--- src/pkg/bpms_pkg.sv ---
// Package for the ballast power management mode sequencer.
// Assumes a single 20 MHz clock and comparator results already synchronous to it.
package bpms_pkg;

  // ---------------------------------------------------------------------------
  // Timing
  // ---------------------------------------------------------------------------
  localparam int unsigned CLK_HZ              = 20000000;
  localparam int unsigned ENABLE_DELAY_NS     = 10000;
  localparam int unsigned TIMEOUT_NS          = 100000;
  localparam int unsigned ENABLE_DELAY_CYC    =
    (ENABLE_DELAY_NS * (CLK_HZ / 1000000) + 999) / 1000;
  localparam int unsigned TIMEOUT_CYC         =
    (TIMEOUT_NS * (CLK_HZ / 1000000)) / 1000;
  localparam int unsigned TMR_W               = 16;

  // ---------------------------------------------------------------------------
  // Register map
  // ---------------------------------------------------------------------------
  localparam logic [3:0]  ADDR_CTRL           = 4'h0;
  localparam logic [3:0]  ADDR_STATUS         = 4'h4;
  localparam int unsigned CTRL_SAVE_TIMER_BIT = 0;
  localparam logic [31:0] CTRL_RESET          = 32'h0000_0001;

  // ---------------------------------------------------------------------------
  // Types
  // ---------------------------------------------------------------------------
  typedef enum logic [1:0] {
    BPMS_STARTUP,
    BPMS_SAVE,
    BPMS_OPERATING,
    BPMS_SHUTDOWN
  } bpms_mode_t;

  typedef struct packed {
    logic supply_turn_on_level;
    logic supply_save_low_level;
    logic supply_undervoltage_level;
    logic supply_ref_off_level;
    logic regulator_immediate_level;
    logic regulator_on_level;
    logic regulator_off_level;
    logic ref_enable_level;
    logic ref_latched_level;
    logic current_sense_trip;
  } bpms_cmp_t;

  typedef struct packed {
    logic low_gate_logic_in;
    logic high_gate_logic_in;
    logic low_side_logic_in;
    logic high_side_logic_in;
    logic power_factor_logic_in;
    logic heater_logic_in;
  } bpms_logic_t;

  typedef struct packed {
    logic low_side_gate_out;
    logic high_side_gate_out;
    logic power_factor_gate_out;
    logic heater_gate_out;
  } bpms_gates_t;

endpackage : bpms_pkg

--- src/rtl/bpms_sequencer.sv ---
// Mode sequencer of the ballast power management unit with a Wishbone slave.
// Assumes comparator results and logic inputs arrive synchronous to clk_i.
//
// Behaviour
// - Start-up: only reference sink and startup source
// - Turn-on level reached: source off, enter save
// - Save idle: cycle startup source between levels
// - Save: reference low current, rest disabled
// - Save below reference-off level: back to start-up
// - Operating on high-gate fall after delay, reference ok
// - Operating: source off, high current, all enabled
// - No low-gate activity past time-out: back to save
// - Operating undervoltage or reference low: shutdown
// - Shutdown: source on, reference low, rest disabled
// - Shutdown: turn-on to save, reference-off to start-up
// - Above immediate level: bypass switch on at once
// - Between on and immediate: on at low-gate fall
// - Below off level: off at low-gate fall
// - Reference only above reference-off level, else sink
// - Enabled gates follow their logic inputs
// - Bootstrap switch on only with low-side gate
// - Overcurrent protection parallel, only while operating
// - Drivers held low during start-up
// - Overcurrent latch forces half-bridge low, flag high
// - Both half-bridge inputs high force the two half-bridge gates low
//
// Our own choices: the register offsets and register access over Wishbone.
`timescale 1ns/100ps
module bpms_sequencer #(
  parameter int unsigned ENABLE_DELAY_CYC = bpms_pkg::ENABLE_DELAY_CYC,
  parameter int unsigned TIMEOUT_CYC      = bpms_pkg::TIMEOUT_CYC
) (
  input  wire logic                  clk_i,
  input  wire logic                  rst_i,
  input  wire logic                  ce_i,
  input  wire bpms_pkg::bpms_cmp_t   cmp_i,
  input  wire bpms_pkg::bpms_logic_t logic_i,
  output bpms_pkg::bpms_gates_t      gates_o,
  output logic                       overcurrent_flag_out_o,
  output logic                       hv_startup_source_o,
  output logic                       ref_enable_o,
  output logic                       ref_high_current_o,
  output logic                       ref_sink_o,
  output logic                       regulator_enable_o,
  output logic                       supply_bypass_switch_o,
  output logic                       bootstrap_switch_o,
  output logic                       ocp_enable_o,
  input  wire logic                  wb_cyc_i,
  input  wire logic                  wb_stb_i,
  input  wire logic                  wb_we_i,
  input  wire logic [3:0]            wb_adr_i,
  input  wire logic [3:0]            wb_sel_i,
  input  wire logic [31:0]           wb_dat_i,
  output logic [31:0]                wb_dat_o,
  output logic                       wb_ack_o
);

  // ---------------------------------------------------------------------------
  // Declarations
  // ---------------------------------------------------------------------------
  bpms_pkg::bpms_mode_t          mode_r;
  bpms_pkg::bpms_mode_t          mode_nxt;
  logic [bpms_pkg::TMR_W-1:0]    save_cnt_r;
  logic [bpms_pkg::TMR_W-1:0]    idle_cnt_r;
  logic                          low_gate_d_r;
  logic                          high_gate_d_r;
  logic                          src_cycle_r;
  logic                          ref_on_r;
  logic                          ocp_latch_r;
  logic                          bypass_r;
  logic                          save_timer_en_r;
  logic [31:0]                   ctrl_r;
  logic                          low_gate_edge;
  logic                          low_gate_fall;
  logic                          high_gate_fall;
  logic                          delay_done;
  logic                          timed_out;
  logic                          operating;
  logic                          interlock;
  logic                          oc_block;

  function automatic logic [bpms_pkg::TMR_W-1:0] sat_inc(
    input logic [bpms_pkg::TMR_W-1:0] v
  );
    sat_inc = (&v) ? v : v + 1'b1;
  endfunction : sat_inc

  // ---------------------------------------------------------------------------
  // Edge detection
  // ---------------------------------------------------------------------------
  always_ff @(posedge clk_i) begin
    if (rst_i) begin
      low_gate_d_r  <= 1'b0;
      high_gate_d_r <= 1'b0;
    end else if (ce_i) begin
      low_gate_d_r  <= logic_i.low_gate_logic_in;
      high_gate_d_r <= logic_i.high_gate_logic_in;
    end
  end

  assign low_gate_edge  = low_gate_d_r ^ logic_i.low_gate_logic_in;
  assign low_gate_fall  = low_gate_d_r & ~logic_i.low_gate_logic_in;
  assign high_gate_fall = high_gate_d_r & ~logic_i.high_gate_logic_in;
  assign operating = (mode_r == bpms_pkg::BPMS_OPERATING);

  // ---------------------------------------------------------------------------
  // Timers
  // ---------------------------------------------------------------------------
  // Counters saturate so a long stay in a mode never wraps into a false expiry.
  always_ff @(posedge clk_i) begin
    if (rst_i) begin
      save_cnt_r <= '0;
    end else if (ce_i) begin
      if (mode_r != bpms_pkg::BPMS_SAVE || mode_nxt != bpms_pkg::BPMS_SAVE) begin
        save_cnt_r <= '0;
      end else begin
        save_cnt_r <= sat_inc(save_cnt_r);
      end
    end
  end

  always_ff @(posedge clk_i) begin
    if (rst_i) begin
      idle_cnt_r <= '0;
    end else if (ce_i) begin
      if (!operating || low_gate_edge) begin
        idle_cnt_r <= '0;
      end else begin
        idle_cnt_r <= sat_inc(idle_cnt_r);
      end
    end
  end

  assign delay_done = !save_timer_en_r ||
                      (32'(save_cnt_r) >= ENABLE_DELAY_CYC - 1);
  assign timed_out  = 32'(idle_cnt_r) >= TIMEOUT_CYC;

  // ---------------------------------------------------------------------------
  // Mode machine
  // ---------------------------------------------------------------------------
  always_comb begin
    mode_nxt = mode_r;
    case (mode_r)
      bpms_pkg::BPMS_STARTUP: begin
        if (cmp_i.supply_turn_on_level) begin
          mode_nxt = bpms_pkg::BPMS_SAVE;
        end
      end
      bpms_pkg::BPMS_SAVE: begin
        if (!cmp_i.supply_ref_off_level) begin
          mode_nxt = bpms_pkg::BPMS_STARTUP;
        end else if (high_gate_fall && delay_done && cmp_i.ref_enable_level) begin
          mode_nxt = bpms_pkg::BPMS_OPERATING;
        end
      end
      bpms_pkg::BPMS_OPERATING: begin
        if (!cmp_i.supply_undervoltage_level || !cmp_i.ref_latched_level) begin
          mode_nxt = bpms_pkg::BPMS_SHUTDOWN;
        end else if (timed_out) begin
          mode_nxt = bpms_pkg::BPMS_SAVE;
        end
      end
      bpms_pkg::BPMS_SHUTDOWN: begin
        if (cmp_i.supply_turn_on_level) begin
          mode_nxt = bpms_pkg::BPMS_SAVE;
        end else if (!cmp_i.supply_ref_off_level) begin
          mode_nxt = bpms_pkg::BPMS_STARTUP;
        end
      end
      default: mode_nxt = bpms_pkg::BPMS_STARTUP;
    endcase
  end

  always_ff @(posedge clk_i) begin
    if (rst_i) begin
      mode_r <= bpms_pkg::BPMS_STARTUP;
    end else if (ce_i) begin
      mode_r <= mode_nxt;
    end
  end

  // ---------------------------------------------------------------------------
  // Startup source cycling in save mode
  // ---------------------------------------------------------------------------
  // Hysteresis: on at the save low level, off again at the turn-on level.
  always_ff @(posedge clk_i) begin
    if (rst_i) begin
      src_cycle_r <= 1'b0;
    end else if (ce_i) begin
      if (mode_r != bpms_pkg::BPMS_SAVE || low_gate_edge) begin
        src_cycle_r <= 1'b0;
      end else if (cmp_i.supply_turn_on_level) begin
        src_cycle_r <= 1'b0;
      end else if (!cmp_i.supply_save_low_level) begin
        src_cycle_r <= 1'b1;
      end
    end
  end

  // ---------------------------------------------------------------------------
  // Reference output
  // ---------------------------------------------------------------------------
  always_ff @(posedge clk_i) begin
    if (rst_i) begin
      ref_on_r <= 1'b0;
    end else if (ce_i) begin
      if (!cmp_i.supply_ref_off_level || mode_nxt == bpms_pkg::BPMS_STARTUP) begin
        ref_on_r <= 1'b0;
      end else if (mode_nxt != bpms_pkg::BPMS_STARTUP) begin
        ref_on_r <= 1'b1;
      end
    end
  end

  // ---------------------------------------------------------------------------
  // Supply bypass switch
  // ---------------------------------------------------------------------------
  always_ff @(posedge clk_i) begin
    if (rst_i) begin
      bypass_r <= 1'b0;
    end else if (ce_i) begin
      if (!operating) begin
        bypass_r <= 1'b0;
      end else if (cmp_i.regulator_immediate_level) begin
        bypass_r <= 1'b1;
      end else if (low_gate_fall && cmp_i.regulator_on_level) begin
        bypass_r <= 1'b1;
      end else if (low_gate_fall && !cmp_i.regulator_off_level) begin
        bypass_r <= 1'b0;
      end
    end
  end

  // ---------------------------------------------------------------------------
  // Overcurrent latch
  // ---------------------------------------------------------------------------
  // The trip wins over the release in the same cycle.
  always_ff @(posedge clk_i) begin
    if (rst_i) begin
      ocp_latch_r <= 1'b0;
    end else if (ce_i) begin
      if (!operating) begin
        ocp_latch_r <= 1'b0;
      end else if (cmp_i.current_sense_trip) begin
        ocp_latch_r <= 1'b1;
      end else if (!logic_i.low_side_logic_in && !logic_i.high_side_logic_in) begin
        ocp_latch_r <= 1'b0;
      end
    end
  end

  // ---------------------------------------------------------------------------
  // Outputs
  // ---------------------------------------------------------------------------
  assign interlock = logic_i.low_side_logic_in & logic_i.high_side_logic_in;
  // A fresh trip blocks the half-bridge at once, not one cycle after the latch.
  assign oc_block  = ocp_latch_r | (operating & cmp_i.current_sense_trip);

  always_ff @(posedge clk_i) begin
    if (rst_i) begin
      gates_o <= '0;
    end else if (ce_i) begin
      if (mode_nxt != bpms_pkg::BPMS_OPERATING) begin
        gates_o <= '0;
      end else begin
        gates_o.low_side_gate_out     <= logic_i.low_side_logic_in &
                                         ~interlock & ~oc_block;
        gates_o.high_side_gate_out    <= logic_i.high_side_logic_in &
                                         ~interlock & ~oc_block;
        gates_o.power_factor_gate_out <= logic_i.power_factor_logic_in;
        gates_o.heater_gate_out       <= logic_i.heater_logic_in;
      end
    end
  end

  assign bootstrap_switch_o     = gates_o.low_side_gate_out;
  assign overcurrent_flag_out_o = ocp_latch_r;
  assign hv_startup_source_o    = (mode_r == bpms_pkg::BPMS_STARTUP) ||
                                  (mode_r == bpms_pkg::BPMS_SHUTDOWN) ||
                                  src_cycle_r;
  assign ref_enable_o           = ref_on_r;
  assign ref_sink_o             = ~ref_on_r;
  assign ref_high_current_o     = ref_on_r & operating;
  assign regulator_enable_o     = operating;
  assign ocp_enable_o           = operating;
  assign supply_bypass_switch_o = bypass_r & operating;

  // ---------------------------------------------------------------------------
  // Wishbone slave
  // ---------------------------------------------------------------------------
  // Software may bypass the enable delay for bench work; reset keeps it on.
  assign save_timer_en_r = ctrl_r[bpms_pkg::CTRL_SAVE_TIMER_BIT];

  always_ff @(posedge clk_i) begin
    if (rst_i) begin
      ctrl_r <= bpms_pkg::CTRL_RESET;
    end else if (ce_i && wb_cyc_i && wb_stb_i && wb_we_i && !wb_ack_o &&
                 wb_adr_i == bpms_pkg::ADDR_CTRL && wb_sel_i[0]) begin
      ctrl_r <= {31'h0000_0000, wb_dat_i[0]};
    end
  end

  always_ff @(posedge clk_i) begin
    if (rst_i) begin
      wb_ack_o <= 1'b0;
      wb_dat_o <= 32'h0000_0000;
    end else if (ce_i) begin
      wb_ack_o <= wb_cyc_i & wb_stb_i & ~wb_ack_o;
      case (wb_adr_i)
        bpms_pkg::ADDR_CTRL:   wb_dat_o <= ctrl_r;
        bpms_pkg::ADDR_STATUS: wb_dat_o <= {22'h000000, ocp_latch_r, bypass_r,
                                            ref_on_r, src_cycle_r, gates_o,
                                            mode_r};
        default:               wb_dat_o <= 32'h0000_0000;
      endcase
    end
  end

endmodule : bpms_sequencer

--- config.mk ---
export PLATFORM = sky130hd
export DESIGN_NAME = bpms_sequencer
export DESIGN_NICKNAME = d
export VERILOG_FILES = /design/src/pkg/bpms_pkg.sv /design/src/rtl/bpms_sequencer.sv
export SDC_FILE = /design/constraint.sdc
export NUM_CORES = 1
export LEC_CHECK = 0
export BUFFER_PORTS_ARGS = -buffer_cell sky130_fd_sc_hd__buf_2
export CAP_MARGIN = 20
export CORE_MARGIN = 4
export CORE_UTILIZATION = 54
export DETAILED_ROUTE_END_ITERATION = 10
export GPL_TIMING_DRIVEN = 0
export PLACE_DENSITY = 0.83
export SLEW_MARGIN = 15
export SYNTH_ARGS = -nofsm -noshare
export SYNTH_HDL_FRONTEND = slang
export SYNTH_SLANG_ARGS = --single-unit
--- constraint.sdc ---
create_clock -name clk_i -period 7.25 [get_ports clk_i]
set_clock_uncertainty 0.15 [all_clocks]
set_input_delay 1.45 -clock clk_i [delete_from_list [all_inputs] [get_ports clk_i]]
set_output_delay 1.45 -clock clk_i [all_outputs]
set_load 0.1 [all_outputs]
==> impl_summary.log <==
[metrics] clk root buf: sky130_fd_sc_hd__clkbuf_8
[metrics] vias per inst: 5.61
[metrics] Arrival @ worst endpoint: roughly 2.2 ns
[metrics] final setup fails: 0
[metrics] leakage power: ~0.0015 uW
[metrics] final std cell area, no fill: between 3000 and 4000 sq um
[metrics] TritonCTS clock tree: done
[metrics] proportion of register bits with asynchronous set or reset after synthesis: 0
[metrics] Clock Pin Slew Worst Setup and Hold Paths: around 0.090 ns
[metrics] Via Count: ~2900
[metrics] largest driver fanout on the critical path: 10
[metrics] Synth Area per Inst: 8.29 sq um
[metrics] final hold viol count: 0
[metrics] global-route congestion overflow total: 0
[metrics] count of antenna diodes in the layout: 0
[metrics] compound-gate portion of the synthesized area: 0.182
[metrics] area used by sequential logic in the layout: roughly 1100 sq um
[metrics] outcome: complete, no violations
[metrics] number of setup buffers added after CTS: 0
[metrics] number of unique standard cell types used by synthesis: 60
[metrics] Final Slew Violations: 0
[metrics] critical-path cell with the highest stage delay: sky130_fd_sc_hd__dfxtp_1
[metrics] maximum vdd ir drop: 0.0000773 V
[metrics] Mapped Area: ~3100 sq um
[metrics] Routed wire per std cell: about 14 um
[metrics] warnings from Yosys: 0
[metrics] adder-cell share of the synthesized area: 0.0323
[metrics] gate count after technology mapping: 374
[metrics] number of nets at the end of the flow: between 500 and 600
[metrics] number of global-route vias before repair: 2700
[metrics] layout cell share with drive strength beyond 1: 0.217
[metrics] EDFF count, synth: 0
[metrics] Post-Route WL: about 7500 um
[metrics] clock sink total: between 50 and 60
[metrics] number of optimization iterations in the first detailed-route pass: 5
[metrics] register bit total from synthesis: 56
[metrics] die area: between 7000 and 8000 sq um
[metrics] final worst path period need: about 3.8 ns
[metrics] number of remaining DRC errors: 0
[metrics] most repeated cell in the gate-level netlist after synthesis: sky130_fd_sc_hd__dfxtp_1
[metrics] RSZ-0062 raised after global routing: no
[metrics] Area Growth Syn to Fin: 16.8%
[metrics] TritonCTS buffer count: 5
[metrics] Crit Path Class: reg -> out
[metrics] Clock Latency Late Sink: ~0.31 ns
[metrics] number of antenna violations at the first check in global routing: 0
[metrics] proportion of synthesized area in mux cells: 0.0520
[metrics] Hold/Removal Path Class: reg -> reg
[metrics] number of buffers on the longest clock path: 2
[metrics] relative slew slack: 0.491
[metrics] H-tree levels: 2
[metrics] post_cts resized: 0
[metrics] cell taking the most area after synthesis: sky130_fd_sc_hd__dfxtp_1
[metrics] global-route wire length before repair: roughly 12000 um
[metrics] maximum clock frequency: ~0.27 GHz
[metrics] # rows: 27
[metrics] Starting Density: 0.560
[metrics] number of DRC violations after detailed-routing iteration 0: 150
[metrics] Post-Place Cell Area: 3520 sq um
[metrics] CP max stage delay: around 0.53 ns
[metrics] element type at the critical path start: flop
[metrics] GPL Wtd Cong: about 0.85
[metrics] critical path, cell by cell: ha_1 -> clkbuf_1 -> and2_1 -> buf_2
[metrics] largest net degree at the start of global routing: 17
[metrics] multi-input combinational cell area: around 1800 sq um
[metrics] vertical die dimension: roughly 84 um
[metrics] top cells by area, synth: sky130_fd_sc_hd__dfxtp_1 36%, sky130_fd_sc_hd__buf_4 5.8%, sky130_fd_sc_hd__nor2_1 5.3%
[metrics] number of routed nets with antenna violations: 0
[metrics] crit-path leading delay family: buffers and inverters
[metrics] Final Cycle Share: 0.519
[metrics] area fraction in and, or, nand and nor cells after synthesis: 0.244
[metrics] parity-gate share of the synthesized area counting xor and xnor cells: 0.0311
[metrics] core area: approximately 5500 sq um
[metrics] total half-perimeter wirelength after legalization and detailed placement: 5660 um
[metrics] setup TNS: 0 ns
[metrics] number of buffers added on ports: between 40 and 50
[metrics] most used flip-flop cell after synthesis: sky130_fd_sc_hd__dfxtp_1
[metrics] power density over cell area: around 180 nW/um^2
[metrics] critical path capture point type: primary output
[metrics] top-area cell type share of the netlist area: 0.361
[metrics] Filler Cells Inserted: 481
[metrics] cell types with the highest counts after synthesis: 56 x sky130_fd_sc_hd__dfxtp_1, 44 x sky130_fd_sc_hd__nor2_1, 28 x sky130_fd_sc_hd__nand2_1
[metrics] count of pins on the block boundary: about 110
[metrics] transition at the pin with the smallest max-transition slack: between 0.7 and 0.8 ns
[metrics] dominant combinational cell family by area after synthesis: simple AND/OR/NAND/NOR gates
[metrics] required arrival time at the worst endpoint: 5.65 ns
[metrics] Die Wd: between 80 and 90 um
[metrics] sequential element share of the synthesized area: 0.361
[metrics] gr usage total: 0.207
[metrics] max cap viols: 0
[metrics] hold buffers post-CTS: 0
[metrics] Buf+Inv Stages, Crit Path: 2
## area by class of cell
class | count | area share
repair buffers | 49 | 0.0677
flip-flops and latches | 56 | 0.309
well taps | 72 | 0.0249
clock buffers | 6 | 0.0200
clock inverters | 2 | 0.00967
multi-input cells | 286 | 0.487
inverters | 16 | 0.0166
plain buffers | 37 | 0.0653
## tightest hold or removal path, stage by stage (launching register included)
cell and delay, ns:
sky130_fd_sc_hd__dfxtp_1 0.32, sky130_fd_sc_hd__nand2_1 0.06, sky130_fd_sc_hd__a21oi_1 0.05
## metrics by stage
| stage | power, uW | setup slack (ns) | instances | utilization | hold WS, ns |
|---|---|---|---|---|---|
| final | 640 | 3.49 | 524 | 0.654 | 0.320 |
| after global routing | 665 | 3.35 | 524 | 0.654 | 0.344 |
| after CTS | 642 | 3.53 | 524 | 0.654 | 0.317 |
| after detailed placement | 444 | 3.26 | 516 | 0.635 | 0.302 |
| after global placement | 442 | 3.34 | 516 | 0.635 | 0.302 |
| after floorplan | 424 | 2.51 | 395 | - | 0.302 |
## kinds of logic (layout without fill, tap and decap cells)
family,Yosys count,after routing
simple gates,147,147
compound gates,82,82
flops,56,56
buf+inv,53,110
mux,16,16
xor+xnor,11,11
fa+ha+maj,8,8
other cells,1,22
## power breakdown
group,total (uW),switching [uW],internal (uW)
logic,124,93.8,30.0
clock network,202,99.1,103
registers,314,3.70,311
## sequential cells by signal, summed over array words and instances (netlist names)
signal / count
bootstrap_switch_o: 1
mode_r: 2
high_gate_d_r: 1
idle_cnt_r: 16
low_gate_d_r: 1
save_cnt_r: 16
gates_o: 3
ref_enable_o: 1
ctrl_r: 1
bypass_r: 1
wb_ack_o: 1
src_cycle_r: 1
overcurrent_flag_out_o: 1
wb_dat_o: 10
## cell usage in the layout (no fill, tap or decap), drive strengths merged, types with 4 or more instances in the layout
master and instances:
ha 8, nor3 8, nor2 44, conb 22, o21ai 21, a32oi 4, inv 15, nand4 7
xor2 8, a21oi 25, or3 10, a211oi 4, nand3 18, mux2i 15, dfxtp 56, and4 7
clkbuf 15, a31oi 5, and2 5, buf 77, nand2b 4, nand2 28
## layer usage
| layer | share of wire | track usage | wire (um) | vias up |
|---|---|---|---|---|
| met5 | 0 | 0 | 0 | - |
| met4 | 0.018 | 0.0629 | 132 | 0 |
| met3 | 0.085 | 0.0494 | 639 | 19 |
| met2 | 0.48 | 0.368 | 3580 | 138 |
| met1 | 0.42 | 0.246 | 3140 | 1337 |
| li1 | - | - | - | 1444 |
## path summary, 6_finish.rpt
path / slack, ns / to / start / cells past startpoint
setup / recovery: 3.49 / supply_bypass_switch_o / mode_r[1]$_SDFFE_PP0P_ / 4
setup reg to reg: 4.15 / idle_cnt_r[12]$_SDFFE_PP0P_ / mode_r[0]$_SDFFE_PP0P_ / 9
hold reg to reg: 0.32 / wb_dat_o[0]$_SDFFE_PP0P_ / wb_dat_o[0]$_SDFFE_PP0P_ / 2
hold / removal: 0.32 / wb_dat_o[0]$_SDFFE_PP0P_ / wb_dat_o[0]$_SDFFE_PP0P_ / 2
No activity file was read; power rests on OpenSTA's default activity.
